## config.mk

```make
export PLATFORM = sky130hd
export DESIGN_NAME = event_counter_timer
export DESIGN_NICKNAME = d
export VERILOG_FILES = /design/src/shared/evt_timer_pkg.sv /design/src/design/reload_down_counter.sv /design/src/design/event_counter_timer.sv
export VERILOG_INCLUDE_DIRS = /design/src /design/src/shared
export SDC_FILE = /design/constraint.sdc
export NUM_CORES = 1
export LEC_CHECK = 0
export ABC_AREA = 1
export BUFFER_PORTS_ARGS = -buffer_cell sky130_fd_sc_hd__clkbuf_2
export CAP_MARGIN = 5
export CORE_MARGIN = 4
export CORE_UTILIZATION = 30
export DETAILED_ROUTE_END_ITERATION = 7
export HOLD_SLACK_MARGIN = 0.08
export PLACE_DENSITY_LB_ADDON = 0.25
export SYNTH_ARGS = -nofsm -noshare
export SYNTH_HDL_FRONTEND = slang
export SYNTH_HIERARCHICAL = 1
export SYNTH_SLANG_ARGS = --single-unit
```

## constraint.sdc

```tcl
create_clock -name CLK -period 3.6 [get_ports CLK]
set_clock_uncertainty 0.2 [all_clocks]
set_input_delay 0.18 -clock CLK [delete_from_list [all_inputs] [get_ports CLK]]
set_output_delay 0.18 -clock CLK [all_outputs]
set_load 0.01 [all_outputs]
```

## src/shared/evt_timer_map.svh

```systemverilog
`ifndef EVT_TIMER_MAP_SVH
`define EVT_TIMER_MAP_SVH

// ************************************************************
// Register indices (byte address is four times the index)
// ************************************************************
`define IDX_TIMER_CONTROL   12'h100
`define IDX_PIN_CONTROL     12'h101
`define IDX_MODE_SELECT     12'h102
`define IDX_PRESCALE        12'h103
`define IDX_MAIN_COUNT      12'h104

// ************************************************************
// Field positions
// ************************************************************
`define CTL_START_BIT       0
`define CTL_STATUS_BIT      1
`define CTL_STOP_BIT        2
`define CTL_EDGE_BIT        4
`define CTL_UNDER_BIT       5
`define PIN_POLARITY_BIT    0
`define PIN_STORED_MASK     8'h3f
`define MODE_LSB            0
`define MODE_MSB            2
`define SRC_LSB             4
`define SRC_MSB             6
`define CUTOFF_BIT          7

// ************************************************************
// Codes and reset values
// ************************************************************
`define MODE_EVENT_COUNT    3'h2
`define MODE_PULSE_PERIOD   3'h3
`define RST_MODE_SELECT     8'h00
`define RST_PIN_CONTROL     8'h00
`define RST_COUNTER         8'hff
`define STOP_LOAD_VALUE     8'hff

`endif

```

## src/shared/evt_timer_pkg.sv

```systemverilog
package evt_timer_pkg;

   // Start/stop synchronisation of the count status
   typedef enum logic [1:0] {
      RUN_STOPPED,
      RUN_START_SYNC,
      RUN_COUNTING,
      RUN_STOP_SYNC
   } run_state_t;

   typedef logic [7:0] byte_t;

endpackage

```

## src/design/reload_down_counter.sv

```systemverilog
module reload_down_counter
   import evt_timer_pkg::*;
#(
   parameter int WIDTH = 8
) (
   // Clock and reset
   input  wire logic             clk,
   input  wire logic             rst_b,
   input  wire logic             ce,
   // Load controls
   input  wire logic             force_load,
   input  wire logic [WIDTH-1:0] force_val,
   input  wire logic             wr_en,
   input  wire logic             wr_count,
   input  wire logic [WIDTH-1:0] wr_val,
   // Counting
   input  wire logic             dec,
   output logic      [WIDTH-1:0] count,
   output logic                  underflow
);

   logic [WIDTH-1:0] reload_ff;
   logic [WIDTH-1:0] count_ff;

   // Underflow is the decrement that passes zero
   assign underflow = dec && (count_ff == '0);
   assign count     = count_ff;

   // Reload value follows the last software write or forced load
   always_ff @(posedge clk) begin
      if (!rst_b) begin
         reload_ff <= {WIDTH{1'b1}};
      end else if (ce) begin
         if (force_load) begin
            reload_ff <= force_val;
         end else if (wr_en) begin
            reload_ff <= wr_val;
         end
      end
   end

   // Current count; a write only reaches it while stopped
   always_ff @(posedge clk) begin
      if (!rst_b) begin
         count_ff <= {WIDTH{1'b1}};
      end else if (ce) begin
         if (force_load) begin
            count_ff <= force_val;
         end else if (wr_en && wr_count) begin
            count_ff <= wr_val;
         end else if (underflow) begin
            count_ff <= reload_ff;
         end else if (dec) begin
            count_ff <= count_ff - {{(WIDTH-1){1'b0}}, 1'b1};
         end
      end
   end

endmodule

```

## src/design/event_counter_timer.sv

```systemverilog
// Summary of operation
// - Mode field value 010 selects event counter operation.
// - Mode register at index 0102h, reset 00h, mode 2..0, source 6..4, bit3 zero.
// - Count source reaches counters only while the cutoff bit is 0.
// - Forced stop loads the prescaler with FFh and halts counting.
// - Main counter at index 0104h, reset FFh, decrements per prescaler underflow.
// - Underflow every (prescaler+1)*(main+1) counted events.
// - With start set in event mode, pin edges are counted.
// - After reset the timer is stopped.
// - Each counter is read as its own byte; values may change between reads.
// - Pulse period mode: writing 0 clears edge or underflow flag, 1 keeps.
// - Flags undefined entering pulse period mode; software clears them first.
// - First prescaler underflow after start may set the edge flag.
// - Status stays 0 up to one cycle after start, then counting begins.
// - Status stays 1 up to one cycle after stop, then counting halts; the code halts counting as the stop sync cycle begins, status still 1.
// - Status flag reads 1 while counting, 0 while stopped; writes ignored.
// - Forced stop halts at once and always reads back 0.
// - Polarity bit 0 counts rising edges of the input pin.
//
// Register access over APB was left to the implementer.
`include "evt_timer_map.svh"

module event_counter_timer
   import evt_timer_pkg::*;
#(
   parameter int AW = 12
) (
   // Clock, reset, enable
   input  wire logic          CLK,
   input  wire logic          RST_B,
   input  wire logic          CE,
   // APB slave
   input  wire logic          PSEL,
   input  wire logic          PENABLE,
   input  wire logic          PWRITE,
   input  wire logic [AW-1:0] PADDR,
   input  wire logic [31:0]   PWDATA,
   output logic      [31:0]   PRDATA,
   output logic               PREADY,
   output logic               PSLVERR,
   // Timer pin and request
   input  wire logic          TIMER_IO_PIN,
   output logic               TIMER_IRQ
);

   // ************************************************************
   // Declarations
   // ************************************************************
   run_state_t  run_ff;
   run_state_t  nxt_run;
   byte_t       mode_ff;
   byte_t       pin_ctl_ff;
   logic        start_ff;
   logic        edge_flag_ff;
   logic        under_flag_ff;
   logic        pin_prev_ff;
   logic        irq_ff;
   logic [31:0] prdata_ff;
   logic        pready_ff;
   logic        pslverr_ff;
   logic        setup_phase;
   logic        wr_take;
   logic        status;
   logic        counting;
   logic        event_mode;
   logic        pulse_mode;
   logic        pin_edge;
   logic        force_stop;
   logic        wr_presc;
   logic        wr_main;
   logic        presc_under;
   logic        main_under;
   byte_t       presc_count;
   byte_t       main_count;
   byte_t       wbyte;
   byte_t       ctl_read;

   // Register index match for a byte address
   function automatic logic hit(input logic [AW-1:0] addr, input logic [11:0] idx);
      hit = (addr[1:0] == 2'h0) && (addr[AW-1:2] == idx[AW-3:0]);
   endfunction

   // Address maps onto any register at all
   function automatic logic mapped(input logic [AW-1:0] addr);
      mapped = hit(addr, `IDX_TIMER_CONTROL) || hit(addr, `IDX_PIN_CONTROL) ||
               hit(addr, `IDX_MODE_SELECT)   || hit(addr, `IDX_PRESCALE)    ||
               hit(addr, `IDX_MAIN_COUNT);
   endfunction

   // ************************************************************
   // APB slave timing
   // ************************************************************
   // Setup cycle is seen at one edge, access completes at the next
   assign setup_phase = PSEL && !PENABLE;
   assign wr_take     = PSEL && PENABLE && pready_ff && PWRITE;
   assign wbyte       = PWDATA[7:0];

   // Ready raised for exactly the access cycle, zero wait states
   always_ff @(posedge CLK) begin
      if (!RST_B) begin
         pready_ff  <= 1'b0;
         pslverr_ff <= 1'b0;
      end else if (CE) begin
         pready_ff  <= setup_phase;
         pslverr_ff <= setup_phase && !mapped(PADDR);
      end
   end

   // Control byte: flags, status, forced stop always reads 0
   assign ctl_read = {2'h0, under_flag_ff, edge_flag_ff, 1'b0, 1'b0,
                      status, start_ff};

   // Read data captured in setup; counters are one byte each
   always_ff @(posedge CLK) begin
      if (!RST_B) begin
         prdata_ff <= 32'h0;
      end else if (CE) begin
         if (setup_phase && !PWRITE) begin
            prdata_ff <= 32'h0;
            if (hit(PADDR, `IDX_TIMER_CONTROL)) begin
               prdata_ff[7:0] <= ctl_read;
            end
            if (hit(PADDR, `IDX_PIN_CONTROL)) begin
               prdata_ff[7:0] <= pin_ctl_ff;
            end
            if (hit(PADDR, `IDX_MODE_SELECT)) begin
               prdata_ff[7:0] <= mode_ff & 8'hf7;
            end
            if (hit(PADDR, `IDX_PRESCALE)) begin
               prdata_ff[7:0] <= presc_count;
            end
            if (hit(PADDR, `IDX_MAIN_COUNT)) begin
               prdata_ff[7:0] <= main_count;
            end
         end
      end
   end

   // ************************************************************
   // Mode and pin control registers
   // ************************************************************
   always_ff @(posedge CLK) begin
      if (!RST_B) begin
         mode_ff <= `RST_MODE_SELECT;
      end else if (CE) begin
         if (wr_take && hit(PADDR, `IDX_MODE_SELECT)) begin
            mode_ff <= wbyte & 8'hf7;
         end
      end
   end

   always_ff @(posedge CLK) begin
      if (!RST_B) begin
         pin_ctl_ff <= `RST_PIN_CONTROL;
      end else if (CE) begin
         if (wr_take && hit(PADDR, `IDX_PIN_CONTROL)) begin
            pin_ctl_ff <= wbyte & `PIN_STORED_MASK;
         end
      end
   end

   assign event_mode = (mode_ff[`MODE_MSB:`MODE_LSB] == `MODE_EVENT_COUNT);
   assign pulse_mode = (mode_ff[`MODE_MSB:`MODE_LSB] == `MODE_PULSE_PERIOD);

   // ************************************************************
   // Start, forced stop and status synchronisation
   // ************************************************************
   assign force_stop = wr_take && hit(PADDR, `IDX_TIMER_CONTROL) &&
                       wbyte[`CTL_STOP_BIT];

   // Forced stop wins over a start in the same write
   always_ff @(posedge CLK) begin
      if (!RST_B) begin
         start_ff <= 1'b0;
      end else if (CE) begin
         if (force_stop) begin
            start_ff <= 1'b0;
         end else if (wr_take && hit(PADDR, `IDX_TIMER_CONTROL)) begin
            start_ff <= wbyte[`CTL_START_BIT];
         end
      end
   end

   // One cycle of sync each way keeps the counters glitch free
   always_comb begin
      nxt_run = run_ff;
      case (run_ff)
         RUN_STOPPED: begin
            if (start_ff) begin
               nxt_run = RUN_START_SYNC;
            end
         end
         RUN_START_SYNC: begin
            nxt_run = start_ff ? RUN_COUNTING : RUN_STOPPED;
         end
         RUN_COUNTING: begin
            if (!start_ff) begin
               nxt_run = RUN_STOP_SYNC;
            end
         end
         RUN_STOP_SYNC: begin
            nxt_run = start_ff ? RUN_COUNTING : RUN_STOPPED;
         end
         default: begin
            nxt_run = RUN_STOPPED;
         end
      endcase
      if (force_stop) begin
         nxt_run = RUN_STOPPED;
      end
   end

   always_ff @(posedge CLK) begin
      if (!RST_B) begin
         run_ff <= RUN_STOPPED;
      end else if (CE) begin
         run_ff <= nxt_run;
      end
   end

   // Status reads 1 while the counters run and through the stop sync cycle
   assign status   = (run_ff == RUN_COUNTING) || (run_ff == RUN_STOP_SYNC);
   assign counting = (run_ff == RUN_COUNTING);

   // ************************************************************
   // Count source: pin edge detection
   // ************************************************************
   // Pin is synchronous to CLK; only its previous level is kept
   always_ff @(posedge CLK) begin
      if (!RST_B) begin
         pin_prev_ff <= 1'b0;
      end else if (CE) begin
         pin_prev_ff <= TIMER_IO_PIN;
      end
   end

   // Polarity 0 takes rising edges, 1 falling; cutoff withholds the source
   assign pin_edge = (pin_ctl_ff[`PIN_POLARITY_BIT] ? (pin_prev_ff && !TIMER_IO_PIN)
                                                    : (!pin_prev_ff && TIMER_IO_PIN)) &&
                     counting && (event_mode || pulse_mode) && !mode_ff[`CUTOFF_BIT];

   // ************************************************************
   // Counters
   // ************************************************************
   assign wr_presc = wr_take && hit(PADDR, `IDX_PRESCALE);
   assign wr_main  = wr_take && hit(PADDR, `IDX_MAIN_COUNT);

   // Prescaler counts pin events
   reload_down_counter #(
      .WIDTH (8)
   ) u_prescale (
      .clk        (CLK),
      .rst_b      (RST_B),
      .ce         (CE),
      .force_load (force_stop),
      .force_val  (`STOP_LOAD_VALUE),
      .wr_en      (wr_presc),
      .wr_count   (!status),
      .wr_val     (wbyte),
      .dec        (pin_edge),
      .count      (presc_count),
      .underflow  (presc_under)
   );

   // Main counter counts prescaler underflows, giving the product period
   reload_down_counter #(
      .WIDTH (8)
   ) u_main (
      .clk        (CLK),
      .rst_b      (RST_B),
      .ce         (CE),
      .force_load (force_stop),
      .force_val  (`STOP_LOAD_VALUE),
      .wr_en      (wr_main),
      .wr_count   (!status),
      .wr_val     (wbyte),
      .dec        (presc_under),
      .count      (main_count),
      .underflow  (main_under)
   );

   // Interrupt request pulse on each main underflow
   always_ff @(posedge CLK) begin
      if (!RST_B) begin
         irq_ff <= 1'b0;
      end else if (CE) begin
         irq_ff <= main_under;
      end
   end

   // ************************************************************
   // Edge and underflow flags
   // ************************************************************
   // Writing 0 clears in pulse period mode; a set in the same cycle wins.
   // Event counter mode never sets them, so they stay as software left them.
   always_ff @(posedge CLK) begin
      if (!RST_B) begin
         edge_flag_ff <= 1'b0;
      end else if (CE) begin
         if (pulse_mode && presc_under) begin
            edge_flag_ff <= 1'b1;
         end else if (wr_take && hit(PADDR, `IDX_TIMER_CONTROL) && pulse_mode &&
                      !wbyte[`CTL_EDGE_BIT]) begin
            edge_flag_ff <= 1'b0;
         end
      end
   end

   always_ff @(posedge CLK) begin
      if (!RST_B) begin
         under_flag_ff <= 1'b0;
      end else if (CE) begin
         if (pulse_mode && main_under) begin
            under_flag_ff <= 1'b1;
         end else if (wr_take && hit(PADDR, `IDX_TIMER_CONTROL) && pulse_mode &&
                      !wbyte[`CTL_UNDER_BIT]) begin
            under_flag_ff <= 1'b0;
         end
      end
   end

   // ************************************************************
   // Outputs
   // ************************************************************
   assign PRDATA    = prdata_ff;
   assign PREADY    = pready_ff;
   assign PSLVERR   = pslverr_ff;
   assign TIMER_IRQ = irq_ff;

endmodule

```

==> Yosys cells after proc, flatten, opt, wreduce, memory -nomap -nowiden <==
Index checks and enable logic that the tools add are counted.
{ "op_classes": {"n_eq_ne": 12, "muxes": 29, "reduce_logical": 69, "addsub": 2} }
{ "ops": {"columns": ["cell", "count"], "rows": [
  ["$mux 8", 16],
  ["$eq 10x9->1 const B", 5],
  ["$logic_and 1x1->1", 31],
  ["$reduce_and 2->1", 10],
  ["$logic_not 8->1", 2],
  ["$sub 8x1->8 const B", 2],
  ["$reduce_bool 2->1", 5],
  ["$logic_not 1->1", 9],
  ["$mux 2", 4],
  ["$reduce_bool 4->1", 2],
  ["$mux 1", 7],
  ["$eq 3x2->1 const B", 2],
  ["$logic_or 1x1->1", 6],
  ["$mux 6", 1],
  ["$pmux 2 s3", 1],
  ["$eq 2x2->1 const B", 2],
  ["$logic_not 2->1", 2],
  ["$ne 3x2->1 const B", 1],
  ["$ne 3x3->1 const B", 1],
  ["$reduce_and 3->1", 1],
  ["$eq 2x1->1 const B", 1],
  ["$reduce_or 2->1", 1]
]} }
{ "totals": {"word_cells": 127, "reg_bits": 62} }

==> Logic depth before layout (Yosys ltp) <==
{ "depth": {"ltp_word": 11, "ltp_mapped": 14} }

==> Hierarchy <==
Netlist, hierarchy kept.
{ "by_module_without_submodules": {"columns": ["module", "area_per_inst_um2", "seq_area_each_um2", "instances", "cells_per_inst"], "rows": [
  ["reload_down_counter", 1152.4, 320.3, 2, 174],
  ["event_counter_timer", 1905.6, 600.6, 1, 289]
]} }

==> Worst setup path after synthesis <==
No wires, ideal clock.
{ "synth_path": {"path_kind": "register to register", "from": "reg pin_ctl_ff[0]", "to": "reg u_main.count_ff[6], in the netlist u_main/count[6]", "required_time_ns": 3.285, "stages_incl_launch_ff": 13, "arrival_time_ns": 2.464, "slack_ns": 0.821, "path_buffers": 0, "cell_sequence": "dfxtp_1 > inv_1 > nand3_1 > a2111oi_0 > nand3_2 > nor2_8 > nand3_2 > nor2_8 > nand2_1 > nand3b_1 > nand2_1 > nand2_1 > nand2_1"} }
{ "synth_via": {"elab_chain_cells": 9} }
{ "synth_rtl": {"columns": ["element", "line_no", "text"], "rows": [
  ["start, declared", "event_counter_timer.sv:52", "byte_t pin_ctl_ff;"],
  ["start signal, assigned", "event_counter_timer.sv:154", "pin_ctl_ff <= `RST_PIN_CONTROL;"],
  ["start signal, assigned", "event_counter_timer.sv:157", "pin_ctl_ff <= wbyte & `PIN_STORED_MASK;"],
  ["$mux 1 (*)", "event_counter_timer.sv:238", "assign pin_edge = (pin_ctl_ff[`PIN_POLARITY_BIT] ? (pin_prev_ff && !TIMER_IO_PIN)"],
  ["$logic_and 1x1->1 (*) (3 in series)", "event_counter_timer.sv:238", null],
  ["named net pin_edge", "event_counter_timer.sv:67", "logic pin_edge;"],
  ["$logic_and 1x1->1 (*)", "reload_down_counter.sv:26", "assign underflow = dec && (count_ff == '0);"],
  ["named net presc_under", "event_counter_timer.sv:71", "logic presc_under;"],
  ["$logic_and 1x1->1 (*)", "reload_down_counter.sv:26", null],
  ["named net main_under", "event_counter_timer.sv:72", "logic main_under;"],
  ["$mux 8", "reload_down_counter.sv:51", "end else if (underflow) begin"],
  ["$mux 8", "reload_down_counter.sv:49", "end else if (wr_en && wr_count) begin"],
  ["$mux 8", "reload_down_counter.sv:47", "if (force_load) begin"],
  ["end signal, assigned", "reload_down_counter.sv:48", "count_ff <= force_val;"],
  ["end signal, assigned", "reload_down_counter.sv:50", "count_ff <= wr_val;"],
  ["end signal, assigned", "reload_down_counter.sv:52", "count_ff <= reload_ff;"],
  ["end, declared", "reload_down_counter.sv:23", "logic [WIDTH-1:0] count_ff;"]
]} }
The timed path passes the listed nets; every way through them passes the cells marked *.
A chain may end at the register's enable or synchronous reset.

==> Worst setup path in the final report <==
{ "layout_path": {"from": "in TIMER_IO_PIN", "to": "reg u_main.count_ff[6], in the netlist u_main/count[6]"} }
{ "layout_via": {"elab_chain_cells": 11} }
{ "layout_rtl": {"columns": ["element", "line_no", "text"], "rows": [
  ["start, declared", "event_counter_timer.sv:42", "input wire logic TIMER_IO_PIN,"],
  ["$logic_not 1->1", "event_counter_timer.sv:238", null],
  ["$logic_and 1x1->1", "event_counter_timer.sv:238", null],
  ["$mux 1 (*)", "event_counter_timer.sv:238", null],
  ["$logic_and 1x1->1 (*) (3 in series)", "event_counter_timer.sv:238", null],
  ["named net pin_edge", "event_counter_timer.sv:67", null],
  ["$logic_and 1x1->1 (*)", "reload_down_counter.sv:26", null],
  ["named net presc_under", "event_counter_timer.sv:71", null],
  ["$logic_and 1x1->1 (*)", "reload_down_counter.sv:26", null],
  ["named net main_under", "event_counter_timer.sv:72", null],
  ["$mux 8", "reload_down_counter.sv:51", null],
  ["$mux 8", "reload_down_counter.sv:49", null],
  ["$mux 8", "reload_down_counter.sv:47", null]
]} }
Marks and branches as above.

==> reports/qor.csv <==
stage,metric,value,unit
routing,wl_per_cell,13.4,um
logic_synthesis,seq_area_frac_synth,0.295,
sta,setup_ws,0.776,ns
sta,slew_violations,0,
clock_tree,cts_root_buf,clkbuf_16,
clock_tree,clk_pin_slew_worst_paths,0.06,ns
clock_tree,cts_tree,built,
routing,post-route-drc-count,0,
grt,grt.busiest_layer,met2,
layout,nNetsFinal,755,
layout,final_common_cell,nand2_1,
grt,use_met2,0.247,
sta,clock.fmax,354,MHz
clock_tree,post-cts-setup-buffer-count,0,
die,io_pins,86,
logic_synthesis,yosysUniqueCellTypes,42,
placement,place_hpwl,8960,um
worst_setup_path,critPathKind,input pin to flop,
routing,drtAntennaViolNets,0,
routing,drtIter0Drc,297,
clock_tree,cts.sinks,62,
routing,vias,4102,
placement,io_buffers,37,
die,rows,43,
worst_setup_path,cp-start-kind,input pin,
run,drv_cap,0,
die,dieWidth,126,um
clock_tree,cts-htree-levels,3,
power_and_ir_drop,power.density,352,nW/um^2
worst_setup_path,setup.worst_path.end_class,flop,
clock_tree,cts_inserted_buffers,9,
sta,fin_crit,2.82,ns
power_and_ir_drop,peakVddDrop,0.000234,V
grt,grt_pass1_wl,19100,um
die,dieArea,16000,um^2
logic_synthesis,synth_cells,637,
sta,finalSetupViolCount,0,
die,die_y,126,um
clock_tree,clock_latency,0.33,ns
routing,vias_per_cell,4.64,
die,core_area,13800,um^2
grt,grt.total_usage,0.148,
hold_path,hold_class,input pin to flop,
layout,area_growth,17.4,%
die,start_util,0.304,
grt,grt.overflow.total,0,
layout,insertedDiodeCount,0,
worst_setup_path,path_max_fanout,11,
placement,place_ws,0.960,ns
worst_setup_path,required,3.62,ns
logic_synthesis,synth_area_per_cell,6.61,um^2
layout,fillers,1481,
routing,firstDrtPassIters,5,
grt,met3_usage,0.0299,
sta,grt_setup_unrepaired,false,
logic_synthesis,syn_area,4210,um^2
logic_synthesis,async_flop_share,0,
sta,slew_headroom,0.606,
logic_synthesis,synth_enable_flop_cells,0,
worst_setup_path,slowest_delay,0.53,ns
grt,use_met1,0.195,
logic_synthesis,yosysWarnings,6,
logic_synthesis,ys_ff_latch,62,
layout,drive_gt1_frac,0.155,
grt,grt_pass1_vias,3753,
logic_synthesis,ys.flop_type,dfxtp_1,
sta,finalSetupTns,0,ns
sta,tightest_slew,0.590,ns
grt,grt_start_max_net_pins,23,
worst_setup_path,cp_cell_sequence,dlygate4sd3_1 -> clkbuf_2 -> nor2_1 -> nand2_1 -> a2111oi_0 -> buf_4 -> nand3_2 -> nor2_8 -> nand3_2 -> nor2_8 -> nand2_1 -> nand3b_1 -> nand2_1 -> nand2_1 -> nand2_1,
power_and_ir_drop,power_leakage,0.00240,uW
run_status,outcome,"complete, no violations",
grt,antenna_found_initial,0,
worst_setup_path,slowest_stage,dlygate4sd3_1,
sta,hold_viol,0,
worst_setup_path,crit_arrival,2.84,ns
layout,mostFrequentLayoutCells,"nand2_1 (198), inv_1 (70), dfxtp_1 (62)",
worst_setup_path,critPathMostFrequentCell,nand2_1,
placement,routabilityCongestion,0.850,
routing,drt-total-wl,11800,um
clock_tree,clk_path_buf_depth,2,
sta,fin_crit_sh,0.784,
[what timing repair did]
| item | CTS | global route |
|---|---|---|
| hold endpoints to repair | 19 | 0 |
| gates resized for setup | 0 | 0 |
| hold buffers | 10 | 0 |
[routing by layer]
metal  part of all wire  vias up
li1                   -     2133
met4              0.014        0
met1               0.46     1839
met3              0.055       10
met2               0.47      120
met5                  0        -
[cell families after synthesis]
kind of cell | Yosys count | share of synthesized area
fa+ha+maj | 4 | 0.0119
flops | 62 | 0.295
compound gates | 111 | 0.156
simple gates | 334 | 0.388
other cells | 2 | 0.00178
xor+xnor | 5 | 0.0104
buf+inv | 119 | 0.137
[critical path: cells and delay by family]
kind / cells / cell delay (ns)
buf+inv: 3 / 0.87
compound gates: 1 / 0.42
simple gates: 11 / 1.36
[state kept, by name, summed over array words and instances, names as in the netlist]
name	cells
u_prescale/reload_ff	8
pin_ctl_ff	6
pin_prev_ff	1
edge_flag_ff	1
under_flag_ff	1
u_main/reload_ff	8
PREADY	1
PSLVERR	1
start_ff	1
TIMER_IRQ	1
run_ff	2
u_main/count	8
PRDATA	8
u_prescale/count	8
mode_ff	7
[synthesized netlist by cell type, types with 10 or more instances]
library cell | number | area, um^2
nand2_1 | 198 | 743
nand3_1 | 29 | 145
buf_4 | 25 | 188
nor2_1 | 41 | 154
inv_1 | 70 | 263
dfxtp_1 | 62 | 1240
nand4_1 | 20 | 125
o21ai_1 | 13 | 65.1
o21ai_0 | 18 | 90.1
a31oi_1 | 10 | 62.6
a21oi_1 | 54 | 270
inv_2 | 10 | 37.5
[metrics by stage]
stage	instances	instance area, um^2	hold slack, ns	utilization	power [uW]
global placement	859	4530	0.231	0.327	809
CTS	885	4940	0.100	0.357	1760
finish	885	4940	0.104	0.357	1740
global route	885	4940	0.114	0.357	1800
floorplan	675	4350	0.0646	-	784
detailed placement	859	4530	0.237	0.327	810
[path summary, 6_finish.rpt]
| kind | start | end | slack, ns | cells past startpoint |
|---|---|---|---|---|
| worst max-delay path | TIMER_IO_PIN | u_main/count[6] | 0.78 | 15 |
| worst min-delay path | RST_B | u_prescale/reload_ff[3] | 0.10 | 2 |
| worst max register to register | pin_ctl_ff[0] | u_main/count[6] | 0.92 | 13 |
| worst min register to register | mode_ff[6] | mode_ff[6] | 0.24 | 2 |
[where the power goes]
group	switching [uW]	leakage, uW	internal, uW
Clock	311	0.000157	623
Combinational	78.2	0.00174	34.1
Sequential	1.55	0.000501	690
[cell type report]
cell class	instances	area (um^2)	area share
Clock inverter	4	70.1	0.0142
Multi-Input combinational cell	494	2530	0.513
Timing Repair Buffer	51	315	0.0638
Sequential cell	62	1240	0.251
Clock buffer	12	246	0.0499
Inverter	82	309	0.0625
Tap cell	180	225	0.0456
(Power assumes the default switching activity.)
